<file path="config.mk">
export PLATFORM = sky130hd
export DESIGN_NAME = vfdrx_receiver
export DESIGN_NICKNAME = d
export VERILOG_FILES = /design/src/core/vfdrx_pkg.sv /design/src/core/vfdrx_fifo.sv /design/src/core/vfdrx_receiver.sv
export SDC_FILE = /design/constraint.sdc
export NUM_CORES = 1
export LEC_CHECK = 0
export BUFFER_PORTS_ARGS = -buffer_cell sky130_fd_sc_hd__clkbuf_2
export CAP_MARGIN = 25
export CORE_ASPECT_RATIO = 1.25
export CORE_MARGIN = 1
export CORE_UTILIZATION = 25
export CTS_BUF_LIST = sky130_fd_sc_hd__clkbuf_8
export CTS_CLUSTER_SIZE = 12
export DETAILED_ROUTE_END_ITERATION = 12
export GPL_TIMING_DRIVEN = 0
export PLACE_DENSITY = 0.43
export SLEW_MARGIN = 20
export SYNTH_ARGS = -nofsm -noshare
export SYNTH_HDL_FRONTEND = slang
export SYNTH_SLANG_ARGS = --single-unit
export TNS_END_PERCENT = 30
</file>
<file path="constraint.sdc">
create_clock -name ref_clk_i -period 10.69 [get_ports ref_clk_i]
set_clock_uncertainty 0.2 [all_clocks]
set_input_delay 2.138 -clock ref_clk_i [delete_from_list [all_inputs] [get_ports ref_clk_i]]
set_output_delay 2.138 -clock ref_clk_i [all_outputs]
set_load 0.01 [all_outputs]
</file>
<file path="src/core/vfdrx_pkg.sv">
package vfdrx_pkg;
  // word framing
  localparam int unsigned WORD_BITS = 8;
  localparam int unsigned ADDR_BITS = 5;
  localparam int unsigned FIFO_DEPTH = 16;
  localparam int unsigned FIFO_WIDTH = 13;
  // first word classification fields
  localparam int unsigned KIND_CTRL_BIT = 7;
  localparam int unsigned KIND_START_BIT = 6;
  localparam int unsigned ADDR_MSB = 4;
  localparam int unsigned DUTY_MSB = 6;
  localparam int unsigned DUTY_LSB = 4;
  localparam int unsigned DISP_ON_BIT = 3;
  localparam int unsigned SHIFT_MSB = 2;
  localparam int unsigned START_MSB = 3;
  // reset values
  localparam logic [2:0] DUTY_RESET = 3'h0;
  localparam logic DISP_ON_RESET = 1'b0;
  localparam logic [2:0] SHIFT_RESET = 3'h0;
  localparam logic [3:0] START_RESET = 4'h1;
  // addresses above the last real cell
  localparam logic [4:0] ADDR_VOID_LO = 5'h1e;
  localparam logic [4:0] ADDR_VOID_HI = 5'h1f;
  // transfer kind after first word
  typedef enum logic [1:0] {VFDRX_IDLE, VFDRX_DATA, VFDRX_DROP} vfdrx_mode_type;
endpackage : vfdrx_pkg

</file>
<file path="src/core/vfdrx_fifo.sv">
`timescale 1ns/1ps
module vfdrx_fifo #(
  parameter int unsigned WIDTH = 13,
  parameter int unsigned DEPTH = 16
) (
  // clock and reset
  input wire logic ref_clk_i,
  input wire logic rstn_i,
  // fill side
  input wire logic in_valid_i,
  output logic in_ready_o,
  input wire logic [WIDTH-1:0] in_data_i,
  // drain side
  output logic out_valid_o,
  input wire logic out_ready_i,
  output logic [WIDTH-1:0] out_data_o
);
  localparam int unsigned AW = $clog2(DEPTH);
  typedef struct packed {
    logic [AW:0] wp;
    logic [AW:0] rp;
    logic ov;
    logic [WIDTH-1:0] od;
  } vfdrx_fifo_st_type;
  vfdrx_fifo_st_type s_q, s_d;
  logic [WIDTH-1:0] mem_q [DEPTH];
  logic full, empty, push, pop;

  // flags and handshakes
  assign empty = (s_q.wp == s_q.rp);
  assign full = (s_q.wp[AW] != s_q.rp[AW]) && (s_q.wp[AW-1:0] == s_q.rp[AW-1:0]);
  assign in_ready_o = !full;
  assign push = in_valid_i && !full;
  assign pop = !empty && (!s_q.ov || out_ready_i);
  assign out_valid_o = s_q.ov;
  assign out_data_o = s_q.od;

  // pointer and output register update
  always_comb begin
    s_d = s_q;
    if (push) begin
      s_d.wp = s_q.wp + 1'b1;
    end
    if (s_q.ov && out_ready_i) begin
      s_d.ov = 1'b0;
    end
    if (pop) begin
      s_d.rp = s_q.rp + 1'b1;
      s_d.ov = 1'b1;
      s_d.od = mem_q[s_q.rp[AW-1:0]];
    end
  end

  // state register
  always_ff @(posedge ref_clk_i or negedge rstn_i) begin
    if (!rstn_i) begin
      s_q <= '0;
    end else begin
      s_q <= s_d;
    end
  end

  // storage, not reset
  always_ff @(posedge ref_clk_i) begin
    if (push) begin
      mem_q[s_q.wp[AW-1:0]] <= in_data_i;
    end
  end
endmodule : vfdrx_fifo

</file>
<file path="src/core/vfdrx_receiver.sv">
`timescale 1ns/1ps
// Overview of operation
// serial data is sampled on each rising edge of the serial clock.
// a word is exactly eight bits carried by eight clock pulses.
// the collected bits are taken as one word on the rising edge of select; the code takes each word on its eighth serial clock rise instead.
// the first word of a transfer is an address, a control command or a start-digit command.
// after an address first word every further word of the transfer is display data.
// after a command first word every further word is dropped with no effect.
// top bits 00 mean address, bit 5 ignored, bits 4..0 are the memory address.
// top bit 1 means control: duty in 6..4, display on in 3, shift count in 2..0.
// top bits 01 mean start digit, bits 5..4 ignored, bits 3..0 are the start character.
// words are accepted only while the active low select is held low.
// each data write increments the address through 1e and 1f, wrapping to 0, writes at 1e and 1f dropped.
// reset restores both command registers, start character 0001, memory untouched.
// bits arrive most significant first.
// bit counter and first word flag clear while select is high.
module vfdrx_receiver (
  // clock and reset
  input wire logic ref_clk_i,
  input wire logic rstn_i,
  // serial link pins
  input wire logic select_n_i,
  input wire logic sck_i,
  input wire logic sdata_i,
  // command register outputs
  output logic [2:0] duty_code_o,
  output logic disp_on_o,
  output logic [2:0] shift_count_code_o,
  output logic [3:0] start_char_code_o,
  // display memory write stream
  output logic mem_wr_valid_o,
  input wire logic mem_wr_ready_i,
  output logic [vfdrx_pkg::ADDR_BITS-1:0] mem_wr_addr_o,
  output logic [vfdrx_pkg::WORD_BITS-1:0] mem_wr_data_o,
  // status
  output logic overflow_o
);
  import vfdrx_pkg::*;

  typedef struct packed {
    logic [1:0] sel_sync;
    logic [1:0] sck_sync;
    logic [1:0] sdi_sync;
    logic sck_prev;
    logic sel_prev;
    logic [WORD_BITS-1:0] shreg;
    logic [3:0] bit_cnt;
    vfdrx_mode_type mode;
    logic [ADDR_BITS-1:0] ptr;
    logic [2:0] duty;
    logic disp_on;
    logic [2:0] shift;
    logic [3:0] start;
    logic ovf;
  } vfdrx_st_type;

  vfdrx_st_type s_q, s_d;
  logic fifo_in_valid, fifo_in_ready, fifo_out_valid;
  logic [FIFO_WIDTH-1:0] fifo_in_data, fifo_out_data;
  logic sel_n, sck_rise, word_done;
  logic [WORD_BITS-1:0] word;

  // address cells that hold no display data
  function automatic logic addr_void(input logic [ADDR_BITS-1:0] a);
    return (a == ADDR_VOID_LO) || (a == ADDR_VOID_HI);
  endfunction : addr_void

  // synchronised pin views and edge events
  assign sel_n = s_q.sel_sync[1];
  // serial clock rise
  assign sck_rise = s_q.sck_sync[1] && !s_q.sck_prev;
  // word on select rise
  assign word_done = sel_n && !s_q.sel_prev && (s_q.bit_cnt == 4'(WORD_BITS));
  assign word = s_q.shreg;

  // next state
  always_comb begin
    s_d = s_q;
    fifo_in_valid = 1'b0;
    fifo_in_data = '0;
    s_d.sel_sync = {s_q.sel_sync[0], select_n_i};
    s_d.sck_sync = {s_q.sck_sync[0], sck_i};
    s_d.sdi_sync = {s_q.sdi_sync[0], sdata_i};
    s_d.sck_prev = s_q.sck_sync[1];
    s_d.sel_prev = sel_n;
    // shift only while selected
    if (!sel_n && sck_rise) begin
      // msb first shift
      s_d.shreg = {s_q.shreg[WORD_BITS-2:0], s_q.sdi_sync[1]};
      // eight bits per word
      if (s_q.bit_cnt == 4'(WORD_BITS)) begin
        s_d.bit_cnt = 4'h1;
      end else begin
        s_d.bit_cnt = s_q.bit_cnt + 4'h1;
      end
      // a full word inside a running transfer
      if (s_q.bit_cnt == 4'(WORD_BITS - 1) && s_q.mode != VFDRX_IDLE) begin
        s_d.bit_cnt = 4'h0;
        // further words are data
        if (s_q.mode == VFDRX_DATA) begin
          // skip void cells, always increment
          if (!addr_void(s_q.ptr)) begin
            fifo_in_valid = 1'b1;
            fifo_in_data = {s_q.ptr, s_q.shreg[WORD_BITS-2:0], s_q.sdi_sync[1]};
            if (!fifo_in_ready) begin
              s_d.ovf = 1'b1;
            end
          end
          s_d.ptr = s_q.ptr + 5'h1;
        end
        // command transfers drop words
      end
      // first word complete, classify
      if (s_q.bit_cnt == 4'(WORD_BITS - 1) && s_q.mode == VFDRX_IDLE) begin
        s_d.bit_cnt = 4'h0;
        word_kind(s_q.shreg[WORD_BITS-2:0], s_q.sdi_sync[1]);
      end
    end
    // never taken, bit_cnt never reaches 8; a lone first word is classified on its eighth clock rise
    if (word_done && s_q.mode == VFDRX_IDLE) begin
      word_kind(word[WORD_BITS-1:1], word[0]);
    end
    // clear framing while deselected
    if (sel_n) begin
      s_d.bit_cnt = 4'h0;
      s_d.mode = VFDRX_IDLE;
    end
  end

  // first word decode into command registers or pointer
  task automatic word_kind(input logic [WORD_BITS-2:0] hi, input logic lo);
    logic [WORD_BITS-1:0] w;
    w = {hi, lo};
    if (w[KIND_CTRL_BIT]) begin
      // control command fields
      s_d.duty = w[DUTY_MSB:DUTY_LSB];
      s_d.disp_on = w[DISP_ON_BIT];
      s_d.shift = w[SHIFT_MSB:0];
      s_d.mode = VFDRX_DROP;
    end else if (w[KIND_START_BIT]) begin
      // start character field
      s_d.start = w[START_MSB:0];
      s_d.mode = VFDRX_DROP;
    end else begin
      // address field
      s_d.ptr = w[ADDR_MSB:0];
      s_d.mode = VFDRX_DATA;
    end
  endtask : word_kind

  // state register
  always_ff @(posedge ref_clk_i or negedge rstn_i) begin
    if (!rstn_i) begin
      s_q <= '0;
      s_q.sel_sync <= 2'h3;
      s_q.sel_prev <= 1'b1;
      s_q.mode <= VFDRX_IDLE;
      // command defaults
      s_q.duty <= DUTY_RESET;
      s_q.disp_on <= DISP_ON_RESET;
      s_q.shift <= SHIFT_RESET;
      s_q.start <= START_RESET;
    end else begin
      s_q <= s_d;
    end
  end

  // write stream buffer
  vfdrx_fifo #(
    .WIDTH(FIFO_WIDTH),
    .DEPTH(FIFO_DEPTH)
  ) u_fifo (
    .ref_clk_i(ref_clk_i),
    .rstn_i(rstn_i),
    .in_valid_i(fifo_in_valid),
    .in_ready_o(fifo_in_ready),
    .in_data_i(fifo_in_data),
    .out_valid_o(fifo_out_valid),
    .out_ready_i(mem_wr_ready_i),
    .out_data_o(fifo_out_data)
  );

  // outputs from registers
  assign duty_code_o = s_q.duty;
  assign disp_on_o = s_q.disp_on;
  assign shift_count_code_o = s_q.shift;
  assign start_char_code_o = s_q.start;
  assign overflow_o = s_q.ovf;
  assign mem_wr_valid_o = fifo_out_valid;
  assign mem_wr_addr_o = fifo_out_data[FIFO_WIDTH-1:WORD_BITS];
  assign mem_wr_data_o = fifo_out_data[WORD_BITS-1:0];
endmodule : vfdrx_receiver

</file>
# Word level (Yosys, flattened, before mapping)
# Memory sizes are Yosys's and may differ from the RTL's.
# Index checks and enable logic that the tools add are counted.
[word_totals] register_bits=63 ram_bits=208 input_bits=6 elab_cells=97 memories=1
[memory_table] name="u_fifo.mem_q" words=16 word_bits=13 read_ports=1 rd_clocked_by_memory_dff=0 wr=1 line="vfdrx_fifo.sv:26" source="logic [WIDTH-1:0] mem_q [DEPTH];"
[op_classes] add_sub_neg=4 eq_ne=8 muxes=38 bitwise=1 reduce_logical=27
[op_table] operator="$mux 13" n=4
[op_table] operator="$mux 5" n=6
[op_table] operator="$mux 4" n=6
[op_table] operator="$mux 23" n=1
[op_table] operator="$mux 22" n=1
[op_table] operator="$mux 18" n=1
[op_table] operator="$add 5x1->5 const B" n=3
[op_table] operator="$mux 14" n=1
[op_table] operator="$mux 7" n=2
[op_table] operator="$logic_and 1x1->1" n=11
[op_table] operator="$mux 1" n=11
[op_table] operator="$eq 5x5->1 const B" n=2
[op_table] operator="$mux 2" n=4
[op_table] operator="$logic_not 1->1" n=6
[op_table] operator="$mux 6" n=1
[op_table] operator="$reduce_bool 2->1" n=3
[op_table] operator="$reduce_bool 3->1" n=2
[op_table] operator="$eq 5x5->1" n=1
[op_table] operator="$reduce_and 5->1" n=1
[op_table] operator="$add 4x1->4 const B" n=1
[op_table] operator="$eq 4x3->1 const B" n=1
[op_table] operator="$eq 4x4->1" n=1
[op_table] operator="$eq 4x4->1 const B" n=1
[op_table] operator="$eq 2x1->1 const B" n=1
[op_table] operator="5 further kinds" n=6

# Longest topological paths before layout
# Gate-level depths: netlist of run 1.
[depth] ltp_word=11 ltp_mapped=9

# By module
# Synthesis of run 1 repeated with hierarchy kept, for this count alone.
[hier_totals] cells_unflattened=682 hier_area_um2=11459.7
[by_module_without_submodules] mod="vfdrx_fifo" n_inst=1 cells_each=477 area_per_inst_um2=9380.2 seq_area_each_um2=6846.6
[by_module_without_submodules] mod="vfdrx_receiver" n_inst=1 cells_each=205 area_per_inst_um2=2079.5 seq_area_each_um2=980.9

# Worst setup path before layout of run 1
# OpenSTA, ideal clock, no wires.
[synth_path] path_type="input port to flip-flop" startpoint="input mem_wr_ready_i" endpoint="register u_fifo.s_q (netlist bit u_fifo.out_data_o[10])" setup_ns=0.125 arrival_ns=3.081 t_required_ns=10.365 setup_slack_ns=7.284 cell_stages=4 path_buffers=1 cell_sequence="nor2b_1 > a21oi_2 > buf_2 > mux2_2"
[synth_between] elab_chain_len=2
[synth_rtl] element="start, declared" line="vfdrx_receiver.sv:32" source="input wire logic mem_wr_ready_i,"
[synth_rtl] element="$logic_or 1x1->1" line="vfdrx_fifo.sv:34" source="assign pop = !empty && (!s_q.ov || out_ready_i);"
[synth_rtl] element="$logic_and 1x1->1" line="vfdrx_fifo.sv:34"
[synth_rtl] element="end signal, assigned" line="vfdrx_fifo.sv:57" source="s_q <= '0;"
[synth_rtl] element="end signal, assigned" line="vfdrx_fifo.sv:59" source="s_q <= s_d;"
[synth_rtl] element="end, declared" line="vfdrx_fifo.sv:25" source="vfdrx_fifo_st_type s_q, s_d;"
# No other way between the ends.
# A chain may end at the register's enable or synchronous reset.

# Worst setup path after layout of run 1
[layout_path] startpoint="register s_q (netlist bit start_char_code_o[0])" endpoint="output start_char_code_o[0]"
[layout_rtl] element="start, declared" line="vfdrx_receiver.sv:57" source="vfdrx_st_type s_q, s_d;"
[layout_rtl] element="end, declared" line="vfdrx_receiver.sv:29" source="output logic [3:0] start_char_code_o,"
# No word-level cell between the ends.

==> results.py, run 1 <==
metrics = {
    "status": {
        "status": "completed",
    },
    "route": {
        "drt-pass1-iter-count": 5,
        "wl_per_cell_um": 19.1,
        "avgViaCountPerCell": 4.34,
        "ant_nets": 0,
        "drt_iter0_markers": 346,
        "totalWireLength_mm": 25.6,
        "vias": 5813,
        "drc": 0,
    },
    "setup_path": {
        "cp.arrival_ns": 1.29,
        "r2r_slack_ns": 7.26,
        "r2r_start": "s_q[12]",
        "end_kind": "primary output",
        "worstSetupPathType": "reg -> out",
        "critPathLaunchType": "flip-flop",
        "reg2reg_to": "u_fifo.mem_q[12][8]",
        "worstPathMaxFanout": 2,
        "cp.required_ns": 8.35,
        "rr_worst_depth": 8,
    },
    "worst_hold_path": {
        "min_to": "s_q[34]",
        "worstHoldPathCells": 0,
        "hold_path_startpoint": "s_d[34]",
        "hp-class": "reg -> reg",
    },
    "pwr": {
        "p_leak_uw": 0.00454,
        "peakVddDrop_v": 0.0000625,
        "fin_total_pwr_uw": 2570,
        "power_density_mw_per_mm2": 200,
    },
    "die": {
        "placementRows": 86,
        "die_h_um": 238,
        "start_util_pct": 25.3,
        "fp.dieArea_sq_mm": 0.0453,
        "die_w_um": 191,
        "coreArea_sq_mm": 0.0440,
        "pin_count": 32,
    },
    "synth": {
        "synth_fp_nets": 667,
        "syn_inst": 651,
        "synth_edf_count": 208,
        "yosysWarnings": 0,
        "synthTopCellsByArea": "edfxtp_1 (56%), dfrtp_1 (13%), mux4_2 (11%)",
        "yosysSeqAreaShare_pct": 70.4,
        "synth_most_common_cell": "edfxtp_1",
        "synthArstFlopShare_pct": 23.2,
        "yosys-top-cells-count": "edfxtp_1 (208), dfrtp_1 (59), mux4_2 (52), nand2_1 (42), a22oi_1 (27)",
        "synth.cell_area_sq_mm": 0.0111,
        "yosys_most_used_dff": "edfxtp_1",
        "ys_ff_latch": 271,
        "synthDistinctLibCells": 56,
        "yosysTopAreaCell": "edfxtp_1",
        "avgSynthCellArea_sq_um": 17.1,
        "synthDominantCellAreaShare_pct": 56.2,
    },
    "clock_tree": {
        "cts_buffer_depth": 3,
        "clk_pin_slew_ns": 0.06,
        "ctsResizeCount": 0,
        "clock-root-buffer": "clkbuf_8",
        "clk_latency_ns": 0.56,
        "postCtsSetupBuffers": 0,
        "cts_sinks": 271,
        "cts_tree": "done",
        "numCtsBuffers": 46,
        "cts_hold_buf": 0,
        "htree_levels": 2,
    },
    "timing": {
        "min_period_ns": 3.63,
        "hold_viol": 0,
        "worstMarginPinSlew_ns": 0.889,
        "slew_headroom_pct": 40.7,
        "rsz0062_at_grt": "no",
        "fin_crit_sh_pct": 33.9,
        "setup_viol": 0,
        "fin_ws_ns": 7.06,
        "finalSetupTns_ns": 0,
        "finalMaxSlewViolations": 0,
        "achievable-frequency_ghz": 0.276,
    },
    "placement": {
        "place_congestion": 0.733,
        "placed_area_sq_mm": 0.0120,
        "port_buffers": 31,
        "dp_hpwl_mm": 16.7,
        "dp_worst_setup_slack_ns": 6.61,
    },
    "grt": {
        "antenna_found_initial": 1,
        "grt_pass1_vias": 6297,
        "grt-ovfl-total": 0,
        "grt_usage_pct": 11.8,
        "grt_max_degree": 41,
        "grt_pass1_wl_mm": 39.7,
    },
    "cells_and_area": {
        "drive_above_1_share_pct": 26.3,
        "final_area_sq_mm": 0.0128,
        "fillers": 4363,
        "nets": 748,
        "syn_to_final_growth_pct": 15.5,
        "num_antenna_cells": 0,
    },
    "flow_run": {
        "max_cap_violations": 0,
    },
}
## cells by family after synthesis
kind of cell             count (synthesis)  share of synthesized area (%)
multiplexers                            76                           12.8
AO/OA/AOI/OAI                           70                           4.20
buffers and inverters                   70                           3.33
AND/OR/NAND/NOR                        141                           7.03
flip-flops                             271                           70.4
XOR/XNOR                                13                           1.09
adder cells (fa/ha/maj)                 10                           1.12
## worst max path at each step
stage | start | end
floorplan | mem_wr_ready_i | u_fifo.out_data_o[10]
global placement | s_q[12] | u_fifo.mem_q[3][4]
detailed placement | mem_wr_ready_i | u_fifo.out_data_o[6]
CTS | start_char_code_o[0] | start_char_code_o[0]
global route | s_q[12] | u_fifo.mem_q[9][4]
finish | start_char_code_o[0] | start_char_code_o[0]
## through the flow
stage | hold slack [ns] | util (%) | cells
floorplan | 0.131 | - | 651
global placement | 0.135 | 27.3 | 1254
detailed placement | 0.135 | 27.3 | 1256
CTS | 0.148 | 29.2 | 1340
global route | 0.158 | 29.2 | 1340
finish | 0.146 | 29.2 | 1340
## where the power goes
part / total (uW) / switching (uW) / internal, uW
Clock: 830 / 409 / 420
Combinational: 539 / 317 / 221
Sequential: 1200 / 32.4 / 1160
Total: 2570 / 759 / 1810
## flip-flops by register name (all words and copies together) (netlist names)
| signal | flops |
|---|---|
| word | 8 |
| u_fifo.s_q | 10 |
| u_fifo.mem_q | 208 |
| overflow_o | 1 |
| duty_code_o | 3 |
| start_char_code_o | 4 |
| s_d | 5 |
| u_fifo.out_valid_o | 1 |
| s_q | 14 |
| disp_on_o | 1 |
| shift_count_code_o | 3 |
| u_fifo.out_data_o | 13 |
## cells in the final DEF, fill, tap and decap left out, types with 23 or more instances in the layout
cell type  netlist  final
a22oi_1         27     27
buf_4           24     25
clkbuf_1        24     24
clkbuf_2         0     30
clkbuf_8         0     49
dfrtp_1         59     59
edfxtp_1       208    208
inv_1           11     35
mux4_2          52     52
nand2_1         42     42
nor2_1          23     23
## critical path: stages, from the launching register on
cell	delay [ns]
dfstp_2	0.53
buf_4	0.09
clkbuf_2	0.11
## final cells by class
class | instances | area [sq um] | share of cell area, %
repair buffers | 33 | 193 | 1.50
inverters | 11 | 41.3 | 0.321
plain buffers | 59 | 329 | 2.56
clock buffers | 49 | 674 | 5.25
clock inverters | 35 | 135 | 1.05
well taps | 572 | 716 | 5.57
flip-flops and latches | 271 | 7830 | 60.9
multi-input cells | 310 | 2930 | 22.8
## routing by layer
layer | vias to the layer above | wire, um | track usage (%)
li1 | 2669 | - | -
met1 | 2989 | 10700 | 14.3
met2 | 107 | 13400 | 21.1
met3 | 48 | 912 | 2.12
met4 | 0 | 574 | 3.83
met5 | - | 0 | 0
No activity file was read; power rests on OpenSTA's default activity.
==> run 2, diff against run 1 <==
--- a/config.mk
+++ b/config.mk
@@ -5,6 +5,7 @@
 export SDC_FILE = /design/constraint.sdc
 export NUM_CORES = 1
 export LEC_CHECK = 0
+export ABC_AREA = 1
 export BUFFER_PORTS_ARGS = -buffer_cell sky130_fd_sc_hd__clkbuf_2
 export CAP_MARGIN = 25
 export CORE_ASPECT_RATIO = 1.25
@@ -14,7 +15,7 @@
 export CTS_CLUSTER_SIZE = 12
 export DETAILED_ROUTE_END_ITERATION = 12
 export GPL_TIMING_DRIVEN = 0
-export PLACE_DENSITY = 0.43
+export PLACE_DENSITY = 0.44
 export SLEW_MARGIN = 20
 export SYNTH_ARGS = -nofsm -noshare
 export SYNTH_HDL_FRONTEND = slang
==> constraint.sdc (replaced) <==
create_clock -name ref_clk_i -period 3.1 [get_ports ref_clk_i]
set_clock_uncertainty 0.2 [all_clocks]
set_input_delay 0.62 -clock ref_clk_i [delete_from_list [all_inputs] [get_ports ref_clk_i]]
set_output_delay 0.62 -clock ref_clk_i [all_outputs]
set_load 0.01 [all_outputs]
==> run 2 against run 1 <==
Effect of this change: power grew to 2.9 times the previous value; critical path type is now reg -> reg; critical endpoint is now u_fifo.mem_q[4][8]; utilization grew 0.52 points; wire length grew 34%.
==> results.py, run 2 <==
metrics = {
    "die": {
        "pin_count": 32,
        "placementRows": 91,
        "start_util_pct": 25.4,
        "fp.dieArea_sq_mm": 0.0509,
        "die_w_um": 202,
        "coreArea_sq_mm": 0.0493,
        "die_h_um": 252,
    },
    "grt": {
        "grt_pass1_vias": 8882,
        "grt-ovfl-total": 0,
        "grt_pass1_wl_mm": 52.6,
        "antenna_found_initial": 0,
        "use_met2_pct": 25.4,
        "met1_usage_pct": 15.8,
        "gr-usage-met3_pct": 2.57,
        "top_usage_layer": "met2",
        "grt_usage_pct": 13.8,
        "grt_max_degree": 41,
    },
    "placement": {
        "placed_area_sq_mm": 0.0137,
        "dp_hpwl_mm": 24.3,
        "port_buffers": 31,
        "place_congestion": 0.829,
    },
    "synth": {
        "synthTopCellsByArea": "edfxtp_1 (50%), nand2_1 (14%), dfrtp_1 (12%)",
        "yosysSeqAreaShare_pct": 62.6,
        "avgSynthCellArea_sq_um": 9.35,
        "synthArstFlopShare_pct": 23.2,
        "synth_fp_nets": 1353,
        "synthDistinctLibCells": 32,
        "synth_most_common_cell": "nand2_1",
        "synthDominantCellAreaShare_pct": 50.0,
        "syn_inst": 1337,
        "yosys_most_used_dff": "edfxtp_1",
        "yosysTopAreaCell": "edfxtp_1",
        "synth.cell_area_sq_mm": 0.0125,
        "yosysWarnings": 0,
        "yosys-top-cells-count": "nand2_1 (464), inv_1 (236), edfxtp_1 (208), nand3_1 (152), dfrtp_1 (59)",
        "ys_ff_latch": 271,
        "synth_edf_count": 208,
    },
    "timing": {
        "finalMaxSlewViolations": 0,
        "slew_headroom_pct": 39.6,
        "hold_slack_ns": 0.0636,
        "finalSetupTns_ns": 0,
        "hold_viol": 0,
        "setup_viol": 0,
        "rsz0062_at_grt": "yes",
        "achievable-frequency_ghz": 0.326,
        "fin_crit_sh_pct": 99.0,
        "min_period_ns": 3.07,
        "worstMarginPinSlew_ns": 0.905,
    },
    "cells_and_area": {
        "nets": 1449,
        "largest_register_ffs": 208,
        "final_area_sq_mm": 0.0146,
        "drive_above_1_share_pct": 14.9,
        "final_common_cell": "nand2_1",
        "final_cell_mix": "nand2_1 (464), inv_1 (258), edfxtp_1 (208)",
        "syn_to_final_growth_pct": 17.1,
    },
    "route": {
        "drt-pass1-iter-count": 5,
        "drt_iter0_markers": 489,
        "vias": 8731,
        "drc": 0,
        "ant_nets": 0,
        "wl_per_cell_um": 16.1,
        "avgViaCountPerCell": 4.11,
        "totalWireLength_mm": 34.3,
    },
    "setup_path": {
        "rr_worst_depth": 8,
        "r2r_start": "s_q[12]",
        "end_kind": "flip-flop",
        "worstPathMaxFanout": 13,
        "cp.arrival_ns": 3.11,
        "cp.required_ns": 3.14,
        "crit_start": "s_q[12]",
        "r2r_slack_ns": 0.03,
        "reg2reg_to": "u_fifo.mem_q[4][8]",
        "crit_end": "u_fifo.mem_q[4][8]",
        "worstSetupPathType": "reg -> reg",
        "critPathLaunchType": "flip-flop",
    },
    "clock_tree": {
        "clk_latency_ns": 0.64,
        "clk_pin_slew_ns": 0.06,
        "cts_sinks": 271,
        "cts_buffer_depth": 3,
        "cts_tree": "done",
        "numCtsBuffers": 49,
        "postCtsSetupBuffers": 0,
        "clock-root-buffer": "clkbuf_8",
        "htree_levels": 2,
    },
    "pwr": {
        "p_leak_uw": 0.00667,
        "peakVddDrop_v": 0.000281,
        "power_density_mw_per_mm2": 507,
    },
    "status": {
        "status": "completed",
    },
    "flow_run": {
        "max_cap_violations": 0,
    },
    "worst_hold_path": {
        "worstHoldPathCells": 4,
        "hp-class": "in -> reg",
    },
}
[run 2: cell families after synthesis]
kind of cell | synth area share [%]
AND/OR/NAND/NOR | 23.4
buffers and inverters | 10.8
flip-flops | 62.6
AO/OA/AOI/OAI | 1.46
XOR/XNOR | 0.771
adder cells (fa/ha/maj) | 1.00
[run 2: how the worst min path moves through the flow]
stage	start	to	slack [ns]
floorplan	rstn_i	disp_on_o	0.12
global placement	s_d[34]	s_q[34]	0.13
detailed placement	s_d[34]	s_q[34]	0.13
CTS	mem_wr_ready_i	u_fifo.out_valid_o	0.02
global route	mem_wr_ready_i	u_fifo.out_valid_o	0.06
finish	mem_wr_ready_i	u_fifo.out_valid_o	0.06
[run 2: routing by layer]
| metal | share of wire (%) | vias to the layer above |
|---|---|---|
| li1 | - | 4378 |
| met1 | 41 | 4133 |
| met2 | 52 | 149 |
| met3 | 4.2 | 71 |
| met4 | 2.7 | 0 |
| met5 | 0 | - |
[run 2: repair_timing]
| action | 4_1_cts | 5_1_grt |
|---|---|---|
| gates resized for setup | 1 | 3 |
| hold buffers | 4 | 0 |
| setup endpoints to repair | 19 | 195 |
| endpoints found under the hold margin | 25 | 0 |
[run 2: final cells by class]
cell class / instances / area, sq um
tap: 651 / 815
inverter: 246 / 923
clock inverter: 40 / 171
sequential: 271 / 7830
timing repair buffer: 45 / 345
multi-input combinational: 749 / 3420
fill: 5276 / 34700
antenna: 1 / 2.50
clock buffer: 52 / 716
buffer: 71 / 425
[run 2: critical path: stages (launching register included)]
cell and delay [ns]:
dfrtp_1 0.42, ha_1 0.26, and3_1 0.19, ha_1 0.17
inv_1 0.08, nand4_2 0.23, inv_2 0.18, nand3_2 0.24
nor2_2 0.70
[run 2: through the flow]
step | std cells | total power, uW | setup slack (ns) | util, %
floorplan | 1337 | 4260 | 0.502 | -
global placement | 2019 | 4380 | -0.593 | 27.3
detailed placement | 2029 | 4390 | 0.0140 | 27.8
CTS | 2125 | 7540 | -0.0103 | 29.7
global route | 2125 | 7730 | -0.123 | 29.7
finish | 2126 | 7430 | 0.0316 | 29.7
[run 2: power by group]
| group | internal (uW) | switching (uW) |
|---|---|---|
| registers | 3950 | 75.5 |
| logic | 139 | 149 |
| clock network | 1550 | 1560 |
| total | 5640 | 1790 |
==> run 3, diff against run 2 <==
--- a/config.mk
+++ b/config.mk
@@ -16,6 +16,7 @@
 export DETAILED_ROUTE_END_ITERATION = 12
 export GPL_TIMING_DRIVEN = 0
 export PLACE_DENSITY = 0.44
+export RECOVER_POWER = 50
 export SLEW_MARGIN = 20
 export SYNTH_ARGS = -nofsm -noshare
 export SYNTH_HDL_FRONTEND = slang
==> run 3 against run 2 <==
Effect of this change: utilization is 0.20 points lower; critical path type unchanged; via count increased by 0.22%; fmax fell by 0.36%; hold slack got worse by 0.0065 ns; die area did not move; clock-buffer cell count unchanged; final cell count barely moved; combinational power shrank 6%; highest routed layer unchanged; largest power group unchanged; final area decreased by 0.67%; largest cell class unchanged.
==> results.py, run 3 (synthesized netlist as in run 2, its figures left out) <==
metrics = {
    "route": {
        "drc": 0,
        "totalWireLength_mm": 34.3,
        "drt_iter0_markers": 484,
        "avgViaCountPerCell": 4.12,
        "ant_nets": 0,
        "wl_per_cell_um": 16.2,
        "drt-pass1-iter-count": 4,
        "vias": 8750,
    },
    "clock_tree": {
        "clock-root-buffer": "clkbuf_8",
        "cts_buffer_depth": 3,
        "clk_latency_ns": 0.63,
        "postCtsSetupBuffers": 0,
        "numCtsBuffers": 49,
        "cts_tree": "done",
        "clk_pin_slew_ns": 0.06,
        "cts_sinks": 271,
        "htree_levels": 2,
    },
    "grt": {
        "grt_pass1_wl_mm": 52.6,
        "grt-ovfl-total": 0,
        "antenna_found_initial": 0,
        "grt_usage_pct": 13.8,
        "grt_max_degree": 41,
        "grt_pass1_vias": 8882,
    },
    "setup_path": {
        "critPathLaunchType": "flip-flop",
        "cp_slowest_cell": "nor2_2",
        "end_kind": "flip-flop",
        "cp.arrival_ns": 3.12,
        "worstSetupPathType": "reg -> reg",
        "slowest_delay_ns": 0.71,
        "crit_chain": "ha_1 > and3_1 > ha_1 > inv_1 > nand4_2 > inv_2 > nand3_2 > nor2_2",
        "worstPathMaxFanout": 13,
        "cp.required_ns": 3.14,
        "rr_worst_depth": 8,
        "crit_top_cell": "ha_1",
    },
    "cells_and_area": {
        "final_common_cell": "nand2_1",
        "largest_register_ffs": 208,
        "final_area_sq_mm": 0.0145,
        "num_antenna_cells": 0,
        "syn_to_final_growth_pct": 16.4,
        "nets": 1449,
        "final_cell_mix": "nand2_1 (464), inv_1 (261), edfxtp_1 (208)",
        "final_util_pct": 29.5,
        "drive_above_1_share_pct": 12.3,
    },
    "flow_run": {
        "max_cap_violations": 0,
    },
    "placement": {
        "dp_hpwl_mm": 24.3,
        "place_congestion": 0.829,
        "port_buffers": 31,
        "placed_area_sq_mm": 0.0137,
    },
    "pwr": {
        "p_int_uw": 5620,
        "p_leak_uw": 0.00656,
        "peakVddDrop_v": 0.000279,
        "p_sw_uw": 1790,
        "switching_share_pct": 24.1,
        "power_density_mw_per_mm2": 510,
        "combPwrFrac_pct": 3.6,
        "seqPwrFrac_pct": 54.3,
        "p_clk_share_pct": 42.1,
        "fin_total_pwr_uw": 7410,
    },
    "timing": {
        "setup_viol": 0,
        "hold_slack_ns": 0.0572,
        "min_period_ns": 3.08,
        "rsz0062_at_grt": "yes",
        "finalSetupTns_ns": 0,
        "slew_headroom_pct": 14.4,
        "hold_viol": 0,
        "finalMaxSlewViolations": 0,
        "fin_crit_sh_pct": 99.3,
        "achievable-frequency_ghz": 0.325,
        "worstMarginPinSlew_ns": 1.28,
    },
    "die": {
        "fp.dieArea_sq_mm": 0.0509,
        "start_util_pct": 25.4,
        "coreArea_sq_mm": 0.0493,
        "die_h_um": 252,
        "die_w_um": 202,
        "pin_count": 32,
        "placementRows": 91,
    },
    "worst_hold_path": {
        "worstHoldPathCells": 4,
        "hp-class": "in -> reg",
    },
    "status": {
        "status": "completed",
    },
}
## run 3: repair_timing
action                     4_1_cts  5_1_grt
pin swaps                        0        0
setup endpoints to repair       19      195
resized for setup                1        3
hold endpoints to repair        25        0
hold buffers                     4        0
## run 3: layout make-up
| type | count | area (sq um) |
|---|---|---|
| timing repair buffer | 45 | 288 |
| fill | 5308 | 34800 |
| multi-input combinational | 749 | 3400 |
| tap | 651 | 815 |
| clock buffer | 52 | 716 |
| buffer | 71 | 405 |
| clock inverter | 40 | 171 |
| sequential | 271 | 7830 |
| inverter | 246 | 923 |
## run 3: worst max-delay path, delay by kind of cell (launching register included)
kind	cells	cell delay, ns
and+or+nand+nor	4	1.38
adders and majority gates	2	0.43
DFF	1	0.42
buffers and inverters	2	0.26
## run 3: power by group through the flow
stage | Combinational, uW | Sequential [uW] | Clock (uW)
floorplan | 187 | 4070 | 0
global placement | 276 | 4100 | 0
finish | 270 | 4020 | 3120
CTS | 294 | 4030 | 3220
detailed placement | 288 | 4100 | 0
global route | 305 | 4030 | 3370
## run 3: metal layers
layer	vias up	share of wire, %	global-route usage, %
li1	4378	-	-
met3	70	3.5	2.57
met5	-	0	0
met2	136	52	25.4
met1	4166	42	15.8
met4	0	2.8	4.74
## run 3: path summary, 6_finish.rpt
kind | startpoint | slack, ns | end
setup reg to reg | s_q[12] | 0.02 | u_fifo.mem_q[4][8]
max in group asynchronous | rstn_i | 0.40 | u_fifo.out_data_o[8]
min in group asynchronous | rstn_i | 0.60 | start_char_code_o[2]
hold / removal | mem_wr_ready_i | 0.06 | u_fifo.out_valid_o
setup / recovery | s_q[12] | 0.02 | u_fifo.mem_q[4][8]
hold reg to reg | s_d[34] | 0.15 | s_q[34]
## run 3: through the flow
stage | cells | worst slack, ns
2_1_floorplan | 1337 | 0.502
3_3_place_gp | 2019 | -0.593
3_5_place_dp | 2029 | 0.0140
4_1_cts | 2125 | -0.0103
5_1_grt | 2125 | -0.123
6_report | 2125 | 0.0206
